### src/rtl/snr_regs.vh
// Constants for the serial NOR command front end
// Overview of operation
// - Accept 4-byte plain, fast and double-rate fast reads with a 32-bit address.
// - Decode dual-lane 4-byte reads: output-only, I/O single rate, I/O double rate.
// - Decode quad-lane 4-byte reads: output-only, I/O single rate, I/O double rate.
// - Address width comes from a nonvolatile setting or enter/exit 4-byte commands.
// - Address bits are sampled on rising serial clock edges, and on both edges in double rate.
// - Read data starts at the address, which increments after every byte.
// - Dedicated 4-byte and double-rate commands ignore configuration; others follow it. All still widen their lanes to the PROTO_MODE width.
// - Without select rising right after the command byte, no latch or address-width command is executed.
// - Write enable sets the write enable latch.
// - Write disable clears the latch unless a protection error holds it set.
// - Register reads: lane 0 in, lane 1 out; dual uses 1:0; quad 3:0.
// - Select high ends any register read and stops output drive at once.
// - Status and flag status are readable continuously at any time.
// - Nonvolatile read gives 16 bits then zeros; reserved fields read as one.
// - Nonvolatile configuration is sent least significant byte first.
// - Volatile, enhanced volatile and extended address reads repeat one byte.
// - By default reads take a 24-bit address.
`ifndef SNR_REGS_VH
`define SNR_REGS_VH

`define SNR_OP_READ3      8'h03
`define SNR_OP_READ4      8'h13
`define SNR_OP_FAST3      8'h0b
`define SNR_OP_FAST4      8'h0c
`define SNR_OP_DFAST3     8'h0d
`define SNR_OP_DFAST4     8'h0e
`define SNR_OP_DOUT3      8'h3b
`define SNR_OP_DOUT4      8'h3c
`define SNR_OP_DDOUT3     8'h3d
`define SNR_OP_DIO3       8'hbb
`define SNR_OP_DIO4       8'hbc
`define SNR_OP_DDIO3      8'hbd
`define SNR_OP_DDIO4      8'hbe
`define SNR_OP_QOUT3      8'h6b
`define SNR_OP_QOUT4      8'h6c
`define SNR_OP_DQOUT3     8'h6d
`define SNR_OP_QIO3       8'heb
`define SNR_OP_QIO4       8'hec
`define SNR_OP_DQIO3      8'hed
`define SNR_OP_DQIO4      8'hee
`define SNR_OP_WR_EN      8'h06
`define SNR_OP_WR_DIS     8'h04
`define SNR_OP_RD_STAT    8'h05
`define SNR_OP_RD_FLAG    8'h70
`define SNR_OP_RD_NVC     8'hb5
`define SNR_OP_RD_VC      8'h85
`define SNR_OP_RD_EVC     8'h65
`define SNR_OP_RD_EXTA    8'hc8
`define SNR_OP_ADDR4_ON   8'hb7
`define SNR_OP_ADDR4_OFF  8'he9

`define SNR_DUMMY_DEF     8
`define SNR_NVC_RSVD      16'h0000
`define SNR_NVC_ADDR_BIT  0
`define SNR_ADDR_BITS3    6'h18
`define SNR_ADDR_BITS4    6'h20

`endif

### src/rtl/snr_sync.v
// Two-flop synchroniser for pin inputs
`timescale 1ns/10ps
module snr_sync #(
  parameter             WIDTH   = 6,
  parameter [WIDTH-1:0] RST_VAL = {WIDTH{1'b0}}
) (
  // Clock and reset
  input  wire             clk,
  input  wire             rst_n,
  // Data
  input  wire [WIDTH-1:0] din,
  output reg  [WIDTH-1:0] dout
);
  reg [WIDTH-1:0] meta;

  // Only the second stage is visible to other logic
  always @(posedge clk) begin
    if (!rst_n) begin
      meta <= RST_VAL;
      dout <= RST_VAL;
    end else begin
      meta <= din;
      dout <= meta;
    end
  end
endmodule // snr_sync

### src/rtl/snr_cmd_front.v
// Serial NOR read, write-latch and register-read command front end
`timescale 1ns/10ps
`include "snr_regs.vh"
module snr_cmd_front #(
  parameter        DUMMY_CLKS = `SNR_DUMMY_DEF,
  parameter [15:0] NVC_RSVD   = `SNR_NVC_RSVD
) (
  // Clock and reset
  input  wire        CLOCK,
  input  wire        RST_N,
  // Serial link
  input  wire        SCLK,
  input  wire        CS_N,
  input  wire [3:0]  LANE_IN,
  output reg  [3:0]  LANE_OUT,
  output reg  [3:0]  LANE_OE_N,
  // Configuration
  input  wire [1:0]  PROTO_MODE,
  input  wire        DTR_EN,
  input  wire [7:0]  STATUS_REG,
  input  wire [7:0]  FLAG_REG,
  input  wire [15:0] NVC_REG,
  input  wire [7:0]  VC_REG,
  input  wire [7:0]  EVC_REG,
  input  wire [7:0]  EXTA_REG,
  input  wire        PROT_ERR,
  input  wire        FLAG_CLEAR,
  // Array access
  output reg  [31:0] MEM_ADDR,
  input  wire [7:0]  MEM_DATA,
  // Status
  output reg         WEL,
  output reg         ADDR4_MODE
);
  localparam [5:0] ST_CMD    = 6'h01;
  localparam [5:0] ST_ADDR   = 6'h02;
  localparam [5:0] ST_DUMMY  = 6'h04;
  localparam [5:0] ST_OUT    = 6'h08;
  localparam [5:0] ST_HOLD   = 6'h10;
  localparam [5:0] ST_IGNORE = 6'h20;
  localparam [7:0] DUMMY_N   = DUMMY_CLKS;

  wire [5:0] sync_out;
  wire       sclk_s;
  wire       cs_n_s;
  wire [3:0] lane_s;
  wire       serial_lane_zero;

  reg  [5:0]  state;
  reg         sclk_d;
  reg         cs_n_d;
  reg  [31:0] in_sh;
  reg  [5:0]  bit_cnt;
  reg  [7:0]  cmd;
  reg  [1:0]  a_l;
  reg  [1:0]  o_l;
  reg         ddr;
  reg         mem_rd;
  reg  [5:0]  alen;
  reg  [7:0]  dummy_cnt;
  reg  [7:0]  out_sh;
  reg  [3:0]  out_cnt;
  reg  [1:0]  byte_idx;
  reg         reload;
  reg         started;
  reg         armed;
  reg         strap_load;

  reg  [31:0] next_sh;
  reg  [3:0]  drv;
  reg  [3:0]  oe_n;
  reg  [7:0]  next_out_sh;
  reg         next_wel;

  snr_sync #(
    .WIDTH   (6),
    .RST_VAL (6'h02)
  ) u_sync (
    .clk   (CLOCK),
    .rst_n (RST_N),
    .din   ({LANE_IN, CS_N, SCLK}),
    .dout  (sync_out)
  );

  assign sclk_s           = sync_out[0];
  assign cs_n_s           = sync_out[1];
  assign lane_s           = sync_out[5:2];
  assign serial_lane_zero = lane_s[0];

  wire samp_rise = sclk_s & ~sclk_d;
  wire samp_fall = ~sclk_s & sclk_d;
  wire cs_rise   = cs_n_s & ~cs_n_d;
  // Command width follows the protocol: 0 one lane, 1 two, 2 four
  wire [1:0] cw_l = (PROTO_MODE == 2'd2) ? 2'd2 : (PROTO_MODE == 2'd1) ? 2'd1 : 2'd0;
  wire [1:0] in_l = state[1] ? a_l : cw_l;
  wire [5:0] in_w = 6'd1 << in_l;
  wire [3:0] out_w = 4'd1 << o_l;
  wire       cmd_edge = samp_rise | (DTR_EN & samp_fall);
  wire       addr_edge = samp_rise | (ddr & (bit_cnt != 6'h0) & samp_fall);
  // First output bit always goes out on a falling edge
  wire       out_edge = samp_fall | (ddr & started & samp_rise);
  wire [5:0] bits_now = bit_cnt + in_w;
  wire [15:0] nvc_val = NVC_REG | NVC_RSVD;

  // {valid, plain, four-byte, double rate, address lanes, data lanes}
  function [7:0] dec_read;
    input [7:0] c;
    begin
      case (c)
        `SNR_OP_READ3:  dec_read = 8'hc0;
        `SNR_OP_READ4:  dec_read = 8'he0;
        `SNR_OP_FAST3:  dec_read = 8'h80;
        `SNR_OP_FAST4:  dec_read = 8'ha0;
        `SNR_OP_DFAST3: dec_read = 8'h90;
        `SNR_OP_DFAST4: dec_read = 8'hb0;
        `SNR_OP_DOUT3:  dec_read = 8'h81;
        `SNR_OP_DOUT4:  dec_read = 8'ha1;
        `SNR_OP_DDOUT3: dec_read = 8'h91;
        `SNR_OP_DIO3:   dec_read = 8'h85;
        `SNR_OP_DIO4:   dec_read = 8'ha5;
        `SNR_OP_DDIO3:  dec_read = 8'h95;
        `SNR_OP_DDIO4:  dec_read = 8'hb5;
        `SNR_OP_QOUT3:  dec_read = 8'h82;
        `SNR_OP_QOUT4:  dec_read = 8'ha2;
        `SNR_OP_DQOUT3: dec_read = 8'h92;
        `SNR_OP_QIO3:   dec_read = 8'h8a;
        `SNR_OP_QIO4:   dec_read = 8'haa;
        `SNR_OP_DQIO3:  dec_read = 8'h9a;
        `SNR_OP_DQIO4:  dec_read = 8'hba;
        default:        dec_read = 8'h00;
      endcase
    end
  endfunction

  function is_reg_rd;
    input [7:0] c;
    begin
      is_reg_rd = (c == `SNR_OP_RD_STAT) || (c == `SNR_OP_RD_FLAG) ||
                  (c == `SNR_OP_RD_NVC)  || (c == `SNR_OP_RD_VC)   ||
                  (c == `SNR_OP_RD_EVC)  || (c == `SNR_OP_RD_EXTA);
    end
  endfunction

  function is_ctl;
    input [7:0] c;
    begin
      is_ctl = (c == `SNR_OP_WR_EN) || (c == `SNR_OP_WR_DIS) ||
               (c == `SNR_OP_ADDR4_ON) || (c == `SNR_OP_ADDR4_OFF);
    end
  endfunction

  function [1:0] lmax;
    input [1:0] a;
    input [1:0] b;
    begin
      lmax = (a > b) ? a : b;
    end
  endfunction

  // Byte to shift out next; status values are live so polling sees progress
  function [7:0] src_byte;
    input [7:0] c;
    input [1:0] idx;
    begin
      case (c)
        `SNR_OP_RD_STAT: src_byte = STATUS_REG;
        `SNR_OP_RD_FLAG: src_byte = FLAG_REG;
        `SNR_OP_RD_VC:   src_byte = VC_REG;
        `SNR_OP_RD_EVC:  src_byte = EVC_REG;
        `SNR_OP_RD_EXTA: src_byte = EXTA_REG;
        `SNR_OP_RD_NVC:  src_byte = (idx == 2'd0) ? nvc_val[7:0] :
                                    (idx == 2'd1) ? nvc_val[15:8] : 8'h00;
        default:         src_byte = MEM_DATA;
      endcase
    end
  endfunction

  wire [7:0] dec_now = dec_read(next_sh[7:0]);

  // Input shifter, lane count set by the current phase
  always @* begin
    case (in_l)
      2'd0:    next_sh = {in_sh[30:0], serial_lane_zero};
      2'd1:    next_sh = {in_sh[29:0], lane_s[1:0]};
      default: next_sh = {in_sh[27:0], lane_s[3:0]};
    endcase
  end

  // Output lanes: single lane answers on lane one
  always @* begin
    case (o_l)
      2'd0: begin
        drv         = {2'b00, out_sh[7], 1'b0};
        oe_n        = 4'b1101;
        next_out_sh = {out_sh[6:0], 1'b0};
      end
      2'd1: begin
        drv         = {2'b00, out_sh[7:6]};
        oe_n        = 4'b1100;
        next_out_sh = {out_sh[5:0], 2'b00};
      end
      default: begin
        drv         = out_sh[7:4];
        oe_n        = 4'b0000;
        next_out_sh = {out_sh[3:0], 4'h0};
      end
    endcase
  end

  // Latch commands act only on select rising right after eight bits; set wins
  always @* begin
    next_wel = WEL;
    if (FLAG_CLEAR)
      next_wel = 1'b0;
    if (cs_rise && armed && cmd == `SNR_OP_WR_DIS && !PROT_ERR)
      next_wel = 1'b0;
    if (cs_rise && armed && cmd == `SNR_OP_WR_EN)
      next_wel = 1'b1;
  end

  always @(posedge CLOCK) begin
    if (!RST_N) begin
      state      <= ST_CMD;
      sclk_d     <= 1'b0;
      cs_n_d     <= 1'b1;
      in_sh      <= 32'h0;
      bit_cnt    <= 6'h0;
      cmd        <= 8'h00;
      a_l        <= 2'd0;
      o_l        <= 2'd0;
      ddr        <= 1'b0;
      mem_rd     <= 1'b0;
      alen       <= `SNR_ADDR_BITS3;
      dummy_cnt  <= 8'h00;
      out_sh     <= 8'h00;
      out_cnt    <= 4'h0;
      byte_idx   <= 2'd0;
      reload     <= 1'b0;
      started    <= 1'b0;
      armed      <= 1'b0;
      strap_load <= 1'b1;
      LANE_OUT   <= 4'h0;
      LANE_OE_N  <= 4'hf;
      MEM_ADDR   <= 32'h0;
      WEL        <= 1'b0;
      ADDR4_MODE <= 1'b0;
    end else begin
      sclk_d     <= sclk_s;
      cs_n_d     <= cs_n_s;
      WEL        <= next_wel;
      strap_load <= 1'b0;
      // Nonvolatile bit low selects four-byte addressing after reset
      if (strap_load)
        ADDR4_MODE <= ~NVC_REG[`SNR_NVC_ADDR_BIT];
      else if (cs_rise && armed && cmd == `SNR_OP_ADDR4_ON)
        ADDR4_MODE <= 1'b1;
      else if (cs_rise && armed && cmd == `SNR_OP_ADDR4_OFF)
        ADDR4_MODE <= 1'b0;
      if (cs_n_s) begin
        // Deselect ends everything, including output drive
        state     <= ST_CMD;
        LANE_OE_N <= 4'hf;
        in_sh     <= 32'h0;
        bit_cnt   <= 6'h0;
        armed     <= 1'b0;
        reload    <= 1'b0;
        started   <= 1'b0;
      end else begin
        case (state)
          ST_CMD: begin
            if (cmd_edge) begin
              in_sh   <= next_sh;
              bit_cnt <= bits_now;
              if (bits_now == 6'd8) begin
                cmd     <= next_sh[7:0];
                in_sh   <= 32'h0;
                bit_cnt <= 6'h0;
                if (dec_now[7]) begin
                  state  <= ST_ADDR;
                  mem_rd <= 1'b1;
                  a_l    <= lmax(cw_l, dec_now[3:2]);
                  o_l    <= lmax(cw_l, dec_now[1:0]);
                  ddr    <= dec_now[4] | DTR_EN;
                  alen   <= (dec_now[5] | ADDR4_MODE) ? `SNR_ADDR_BITS4
                                                      : `SNR_ADDR_BITS3;
                  dummy_cnt <= dec_now[6] ? 8'h00 : DUMMY_N;
                end else if (is_reg_rd(next_sh[7:0])) begin
                  state    <= ST_OUT;
                  mem_rd   <= 1'b0;
                  o_l      <= cw_l;
                  ddr      <= DTR_EN;
                  reload   <= 1'b1;
                  byte_idx <= 2'd0;
                  started  <= 1'b0;
                end else if (is_ctl(next_sh[7:0])) begin
                  state <= ST_HOLD;
                  armed <= 1'b1;
                end else begin
                  state <= ST_IGNORE;
                end
              end
            end
          end
          ST_ADDR: begin
            if (addr_edge) begin
              in_sh   <= next_sh;
              bit_cnt <= bits_now;
              if (bits_now == alen) begin
                MEM_ADDR <= next_sh;
                byte_idx <= 2'd0;
                started  <= 1'b0;
                if (dummy_cnt == 8'h00) begin
                  state  <= ST_OUT;
                  reload <= 1'b1;
                end else begin
                  state <= ST_DUMMY;
                end
              end
            end
          end
          ST_DUMMY: begin
            if (samp_rise) begin
              dummy_cnt <= dummy_cnt - 8'h01;
              if (dummy_cnt == 8'h01) begin
                state  <= ST_OUT;
                reload <= 1'b1;
              end
            end
          end
          ST_OUT: begin
            // Reload runs one cycle after the address moves, so array data has settled
            if (reload) begin
              out_sh  <= src_byte(mem_rd ? 8'h00 : cmd, byte_idx);
              out_cnt <= 4'h0;
              reload  <= 1'b0;
            end else if (out_edge) begin
              LANE_OUT  <= drv;
              LANE_OE_N <= oe_n;
              out_sh    <= next_out_sh;
              started   <= 1'b1;
              if (out_cnt + out_w == 4'd8) begin
                reload <= 1'b1;
                if (byte_idx != 2'd3)
                  byte_idx <= byte_idx + 2'd1;
                if (mem_rd)
                  MEM_ADDR <= MEM_ADDR + 32'h1;
              end else begin
                out_cnt <= out_cnt + out_w;
              end
            end
          end
          ST_HOLD: begin
            // Any clocking past the eighth bit cancels the latch command
            if (cmd_edge) begin
              armed <= 1'b0;
              state <= ST_IGNORE;
            end
          end
          ST_IGNORE: begin
            state <= ST_IGNORE;
          end
          default: begin
            state <= ST_IGNORE;
          end
        endcase
      end
    end
  end
endmodule // snr_cmd_front

### config.mk
export PLATFORM = sky130hd
export DESIGN_NAME = snr_cmd_front
export DESIGN_NICKNAME = d
export VERILOG_FILES = /design/src/rtl/snr_sync.v /design/src/rtl/snr_cmd_front.v
export VERILOG_INCLUDE_DIRS = /design/src /design/src/rtl
export SDC_FILE = /design/constraint.sdc
export NUM_CORES = 1
export LEC_CHECK = 0
export ABC_CLOCK_PERIOD_IN_PS = 4750
export BUFFER_PORTS_ARGS = -buffer_cell sky130_fd_sc_hd__buf_2
export CAP_MARGIN = 25
export CORE_MARGIN = 4
export CORE_UTILIZATION = 35
export CTS_CLUSTER_SIZE = 40
export DETAILED_ROUTE_END_ITERATION = 12
export SYNTH_ARGS = -nofsm -noshare
export SYNTH_HDL_FRONTEND = slang
export SYNTH_SLANG_ARGS = --single-unit
### constraint.sdc
create_clock -name CLOCK -period 4.75 [get_ports CLOCK]
set_clock_uncertainty 0.2 [all_clocks]
set_input_delay 0.95 -clock CLOCK [delete_from_list [all_inputs] [get_ports CLOCK]]
set_output_delay 0.95 -clock CLOCK [all_outputs]
set_load 0.01 [all_outputs]
==> results of run 1 <==
## placed cells by master (no fill, tap or decap), types with 18 or more instances in the layout
cell type	netlist	layout
nor2_1	174	174
nand2_1	157	157
dfxtp_1	140	140
buf_2	5	118
a21oi_1	106	105
o21ai_0	56	56
a22oi_1	52	52
buf_4	1	41
a31oi_1	32	32
nand3_1	29	28
inv_1	22	22
and2_1	23	22
ha_1	20	20
nor3_1	20	19
a211oi_1	18	18
and3_1	18	18
## critical path: cells and delay by family
family                   cells  cell delay (ps)
AND/OR/NAND/NOR              8             1870
AO/OA/AOI/OAI                3              830
buffers and inverters        2              330
adder cells (fa/ha/maj)      1              280
multiplexers                 1              120
## state kept, by name (all words and copies together) (netlist names), 2 cells and up
| signal | cells |
|---|---|
| a_l | 2 |
| byte_idx | 2 |
| alen | 2 |
| dummy_cnt | 8 |
| state | 6 |
| u_sync.meta | 6 |
| in_sh | 31 |
| out_sh | 8 |
| out_cnt | 4 |
| LANE_OUT | 4 |
| LANE_OE_N | 3 |
| bit_cnt | 6 |
| cmd | 8 |
| MEM_ADDR | 32 |
| o_l | 2 |
| u_sync.dout | 6 |
## kinds of logic (layout without fill, tap and decap cells)
group | after synthesis | in the layout | synth area share [%]
simple gates | 528 | 528 | 29.0
buf+inv | 101 | 217 | 4.69
fa+ha+maj | 22 | 22 | 3.30
mux | 18 | 18 | 2.15
flops | 140 | 140 | 31.8
compound gates | 374 | 374 | 28.1
xor+xnor | 9 | 9 | 0.981
## layout make-up
type,count,area [µm²],share of cell area [%]
Sequential cell,140,2800,26.9
Timing Repair Buffer,161,938,9.00
Clock buffer,20,447,4.29
Multi-Input combinational cell,951,5630,54.0
Inverter,25,93.8,0.900
Clock inverter,11,109,1.04
Tap cell,324,405,3.89
## power by group
part / internal, µW / switching (µW)
clock: 739 / 564
combinational: 92.8 / 155
sequential: 1180 / 7.28
## metal layers
layer	track usage, %	wire (µm)	vias to the layer above
met5	0	0	-
met4	7.44	719	0
met3	4.08	1750	55
met2	30.7	12700	335
met1	27.1	13000	4521
li1	-	-	4571
## per-stage QoR
| stage | utilization [%] | area (µm²) | hold slack [ps] | power [µW] | cells |
|---|---|---|---|---|---|
| 6_report | 42.5 | 10400 | 212 | 2740 | 1632 |
| 5_1_grt | 42.5 | 10400 | 231 | 2840 | 1632 |
| 4_1_cts | 42.5 | 10400 | 218 | 2760 | 1632 |
| 3_5_place_dp | 40.2 | 9870 | 198 | 1460 | 1601 |
| 3_3_place_gp | 40.2 | 9870 | 192 | 1460 | 1601 |
| 2_1_floorplan | - | 8830 | 186 | 1370 | 1192 |
## worst max path at each step
| stage | from | endpoint | slack [ps] | cells after the start |
|---|---|---|---|---|
| 6_report | PROTO_MODE[1] | MEM_ADDR[24] | 470 | 15 |
| 5_1_grt | PROTO_MODE[1] | MEM_ADDR[1] | 120 | 15 |
| 4_1_cts | PROTO_MODE[1] | MEM_ADDR[10] | 490 | 15 |
| 3_5_place_dp | PROTO_MODE[1] | MEM_ADDR[10] | 60 | 15 |
| 3_3_place_gp | PROTO_MODE[0] | MEM_ADDR[10] | 140 | 17 |
| 2_1_floorplan | PROTO_MODE[0] | MEM_ADDR[17] | 2 | 18 |
## cells in the mapped netlist, drive strengths merged, types with 4 or more instances
library cell,count
a211oi,18
a21o,5
and2,24
and3,18
a211o,5
nor2b,6
o22ai,12
o21ai,63
mux2i,11
inv,23
nor4,12
clkbuf,65
mux2,7
and4,8
a41oi,4
a31o,9
nor3,23
buf,11
nor4b,4
or4,4
ha,20
o211ai,8
a21oi,107
o31ai,6
or2,5
nand2b,15
a221o,4
a222oi,5
a31oi,33
nand3b,7
a221oi,4
a2bb2oi,4
nor3b,7
a22oi,52
xnor2,6
nor2,175
or3,7
dfxtp,140
nand3,29
nand2,157
a32o,4
nand4,15
==> key figures, run 1 <==
Floorplan
  – Die Wd: 167 µm
  – Die footprint: 27800 µm²
  – Initial Util: 35.9%
  – IO Count: 119
  – Core Footprint: 24500 µm²
  – Die height: 167 µm
  – FP Rows: 57

Routing
  – Post-route ant nets: 0
  – Routed len/inst: 17.3 µm
  – Post-Route WL: 28200 µm
  – Vias/cell: 5.81
  – Pre-antenna DRT Iters: 6
  – # DRC: 0
  – Initial drt markers: 905
  – Via count: 9482

Finish
  – Final Net Count: 1395
  – Filler cells: 2525
  – Diodes inserted: 0
  – P&R area growth vs syn: 18.4%
  – Layout cells sized above 1: 18.0%

CTS
  – Cts hold-fix bufs: 0
  – Setup bufs post-CTS: 0
  – Max clock buf depth: 2
  – CTS Buf Count: 17
  – Clock sinks: 140
  – H-tree depth: 4
  – CTS tree: done
  – CTS Root Cell: clkbuf_16
  – Resize count post-CTS: 0
  – Clk pin slew, worst setup/hold paths: 70 ps
  – Worst skew pair latency: 430 ps

Setup path
  – Delay of the slowest critical-path stage: 570 ps
  – R2R cell count: 14
  – CP startpoint kind: primary input
  – CP most frequent cell: nor2_1
  – CP Capture Type: flip-flop
  – Worst R2R Setup Slack: 640 ps
  – Req. time, crit path: 4890 ps
  – Crit-path max FO: 32
  – Crit path kind: in -> reg
  – Slowest stage cell, crit path: or4_1
  – RR Startpoint: state[1]
  – CP arrival: 4420 ps
  – R2R Path End: MEM_ADDR[24]
  – Critical path, cell by cell: buf_2 > nor3b_1 > nor2_1 > nor2_1 > ha_1 > a211oi_1 > nor3b_1 > nor4bb_1 > mux2i_1 > o31a_1 > or4_1 > buf_12 > nor2_1 > nor2_1 > a211oi_1

Logic synthesis
  – Synth Cell Area: 8800 µm²
  – Post-Syn Area per Cell: 7.39 µm²
  – EDFF count, synth: 0
  – Syn Nets: 1291
  – Post-synth top area share: 31.8%
  – Yosys reg bits: 140
  – Mapped Cells: 1192
  – Area contributors post-synth: dfxtp_1 (32%), nor2_1 (7.4%), nand2_1 (6.7%)
  – Total number of yosys warnings: 0
  – Share of flip-flops with an asynchronous set or reset: 0%
  – Seq/Total Area, Yosys: 31.8%
  – Leading area contributor after synthesis: dfxtp_1
  – Post-synth top flop: dfxtp_1
  – Number of distinct library cells after synthesis: 91

STA
  – RSZ-0062 raised after global routing: no
  – Final worst path period share: 90.1%
  – Final setup viols: 0
  – Min Tclk post-route: 4280 ps
  – Hold Violations, Final: 0
  – Worst slew pin tran: 902 ps
  – Max Fclk: 0.234 GHz
  – Setup TNS Final: 0 ps
  – Slew Limit Fails: 0
  – Final WS setup: 472 ps
  – Max_slew headroom: 39.4%

Placed design
  – DP Wirelength: 20100 µm
  – Placer Congestion: 0.932
  – Place WS: 60.6 ps
  – IO buf count: 118

Global routing
  – Total GRT Usage: 19.7%
  – Largest net degree at the start of global routing: 70
  – Initial antenna violation count: 0
  – Total gr overflow: 0
  – First-pass GRT wire length: 46000 µm
  – Number of global-route vias before repair: 8846

Hold path
  – Hold Crit Depth: 1
  – Hold Path Class: reg -> reg
  – Hold Path Sink: u_sync.dout[1]
  – Hold wc startpoint: u_sync.meta[1]

Outcome
  – Status: finished clean

Run
  – Max-cap viol count: 0

Power
  – Worst VDD drop: 174 µV
  – Power Dens Cells: 263 nW/µm²
  – Leak pwr: 0.00396 µW
(Power assumes the default switching activity.)
==> run 2, diff against run 1 <==
- PLACE_DENSITY_LB_ADDON: not set -> 0.2
==> run 2 against run 1 <==
Combinational power hardly changed. Via count is 1.8% lower. Sequential share of layout area is 0.10 points lower. First-iteration DRC count is 1.9% lower. Sequential power hardly changed. Sequential cell count stayed put. Hold slack better by 17 ps. Critical path type unchanged.
==> key figures, run 2 (synthesis results as in run 1) <==
Setup path
  – CP startpoint kind: primary input
  – R2R cell count: 14 (unchanged)
  – RR Startpoint: state[1]
  – Req. time, crit path: 4840 ps (-50 ps)
  – Crit path kind: in -> reg
  – Worst Setup SP: PROTO_MODE[0]
  – Crit-path max FO: 32 (unchanged)
  – CP Capture Type: flip-flop
  – R2R Path End: MEM_ADDR[10]
  – Worst R2R Setup Slack: 670 ps (+30 ps)
  – CP arrival: 4350 ps (-70 ps)

Global routing
  – Total GRT Usage: 20.0% (+0.28 points)
  – Number of global-route vias before repair: 8842 (-0.045%)
  – First-pass GRT wire length: 46700 µm (+1.5%)
  – Total gr overflow: 0 (unchanged)
  – Initial antenna violation count: 0 (unchanged)
  – Largest net degree at the start of global routing: 70 (unchanged)

Placed design
  – DP Wirelength: 20100 µm (+0.33%)
  – Cell Count Post-Placement: 1598 (-0.19%)
  – Placer Congestion: 0.906 (-2.8%)
  – IO buf count: 118 (unchanged)

CTS
  – H-tree depth: 4 (unchanged)
  – CTS Buf Count: 17 (unchanged)
  – CTS Root Cell: clkbuf_16
  – Clock sinks: 140 (unchanged)
  – CTS tree: done
  – Max clock buf depth: 2 (unchanged)
  – Worst skew pair latency: 420 ps (about the same)
  – Clk pin slew, worst setup/hold paths: 60 ps (about the same)
  – Cts hold-fix bufs: 0 (unchanged)
  – Setup bufs post-CTS: 0 (unchanged)
  – Resize count post-CTS: 0 (unchanged)

STA
  – Hold Violations, Final: 0 (unchanged)
  – Min Tclk post-route: 4260 ps (-18.3 ps)
  – Max Fclk: 0.235 GHz (+0.43%)
  – Max_slew headroom: 35.5% (-3.9 points)
  – Final worst path period share: 89.7% (-0.39 points)
  – RSZ-0062 raised after global routing: no
  – Slew Limit Fails: 0 (unchanged)
  – Setup TNS Final: 0 ps (unchanged)
  – Worst slew pin tran: 960 ps (+57.8 ps)
  – Final setup viols: 0 (unchanged)

Finish
  – Final Net Count: 1392 (-0.22%)
  – Most flops, register: MEM_ADDR
  – Top flop regs: MEM_ADDR (32), in_sh (31)
  – Commonest cells after routing, fill and taps aside: nor2_1 (173), nand2_1 (157), dfxtp_1 (140)
  – Commonest non-fill, non-tap cell in the layout: nor2_1
  – Diodes inserted: 0 (unchanged)
  – P&R area growth vs syn: 18.8%
  – Layout cells sized above 1: 17.9% (-0.17 points)
  – Final instance count without filler cells: 1628 (-0.25%)
  – Filler cells: 2547 (+0.87%)
  – Storage cell area: 2800 µm² (unchanged)
  – Max reg flops: 32 (unchanged)
  – Area of the multi-input gates: 5630 µm² (about the same)

Hold path
  – Hold Path Class: reg -> reg
  – Hold Path Sink: u_sync.dout[1]
  – Hold Crit Depth: 1 (unchanged)
  – Hold wc startpoint: u_sync.meta[1]

Floorplan
  – Core Footprint: 24500 µm² (unchanged)
  – Die height: 167 µm (unchanged)
  – IO Count: 119 (unchanged)
  – Die footprint: 27800 µm² (unchanged)
  – FP Rows: 57 (unchanged)
  – Initial Util: 35.9% (unchanged)
  – Die Wd: 167 µm (unchanged)

Outcome
  – Status: finished clean

Routing
  – Via count: 9315 (-1.8%)
  – Post-route ant nets: 0 (unchanged)
  – # DRC: 0 (unchanged)
  – Vias/cell: 5.72 (-1.5%)
  – Pre-antenna DRT Iters: 6 (unchanged)
  – Post-Route WL: 28400 µm (+0.61%)
  – Routed len/inst: 17.4 µm (+0.86%)
  – Initial drt markers: 888 (-1.9%)

Power
  – Worst VDD drop: 190 µV (+8.9%)
  – Leak pwr: 0.00399 µW (+0.66%)
  – Power Dens Cells: 273 nW/µm² (+3.8%)

Run
  – Max-cap viol count: 0 (unchanged)
[run 2: layout make-up]
cell class | instances | share of cell area, %
timing repair buffer | 158 | 8.79
tap | 324 | 3.87
inverter | 25 | 0.897
multi-input combinational | 951 | 53.8
clock buffer | 20 | 4.27
clock inverter | 10 | 1.58
sequential | 140 | 26.8
[run 2: through the flow]
step / power (µW) / hold WS (ps) / instance area [µm²] / util (%) / setup slack (ps)
6_report: 2850 / 229 / 10500 / 42.6 / 490
5_1_grt: 2960 / 247 / 10500 / 42.6 / 162
4_1_cts: 2880 / 239 / 10500 / 42.6 / 519
2_1_floorplan: 1370 / 186 / 8830 / - / 1.80
3_3_place_gp: 1460 / 215 / 9840 / 40.1 / 124
3_5_place_dp: 1460 / 226 / 9850 / 40.2 / 79.5
[run 2: worst max path at each step]
stage                         endpoint  slack, ps  cells after the start
after global routing      MEM_ADDR[10]        160                     15
final                     MEM_ADDR[10]        490                     15
after CTS                 MEM_ADDR[10]        520                     15
after floorplan           MEM_ADDR[17]          2                     18
after global placement    MEM_ADDR[10]        120                     15
after detailed placement  MEM_ADDR[10]         80                     15
[run 2: power breakdown]
part	internal (µW)	leakage, µW	switching [µW]
combinational	92.2	0.00256	154
sequential	1180	0.00113	6.72
clock	890	0.000300	527
total	2170	0.00399	688
[run 2: layer usage]
metal	GRT usage (%)	vias up	part of all wire (%)
met2	32.6	299	46
li1	-	4576	-
met5	0	-	0
met4	5.34	0	1.3
met3	3.58	32	5.7
met1	27.5	4408	46
[run 2: worst max-delay path: stages]
cell	delay, ps
buf_2	120
nor3b_1	390
nor2_2	100
nor2_1	190
ha_1	280
a211oi_1	310
nor3b_1	130
nor4bb_1	300
mux2i_1	110
o31a_1	330
or4_1	580
buf_12	200
a21o_1	170
a21oi_1	130
nor2_1	50
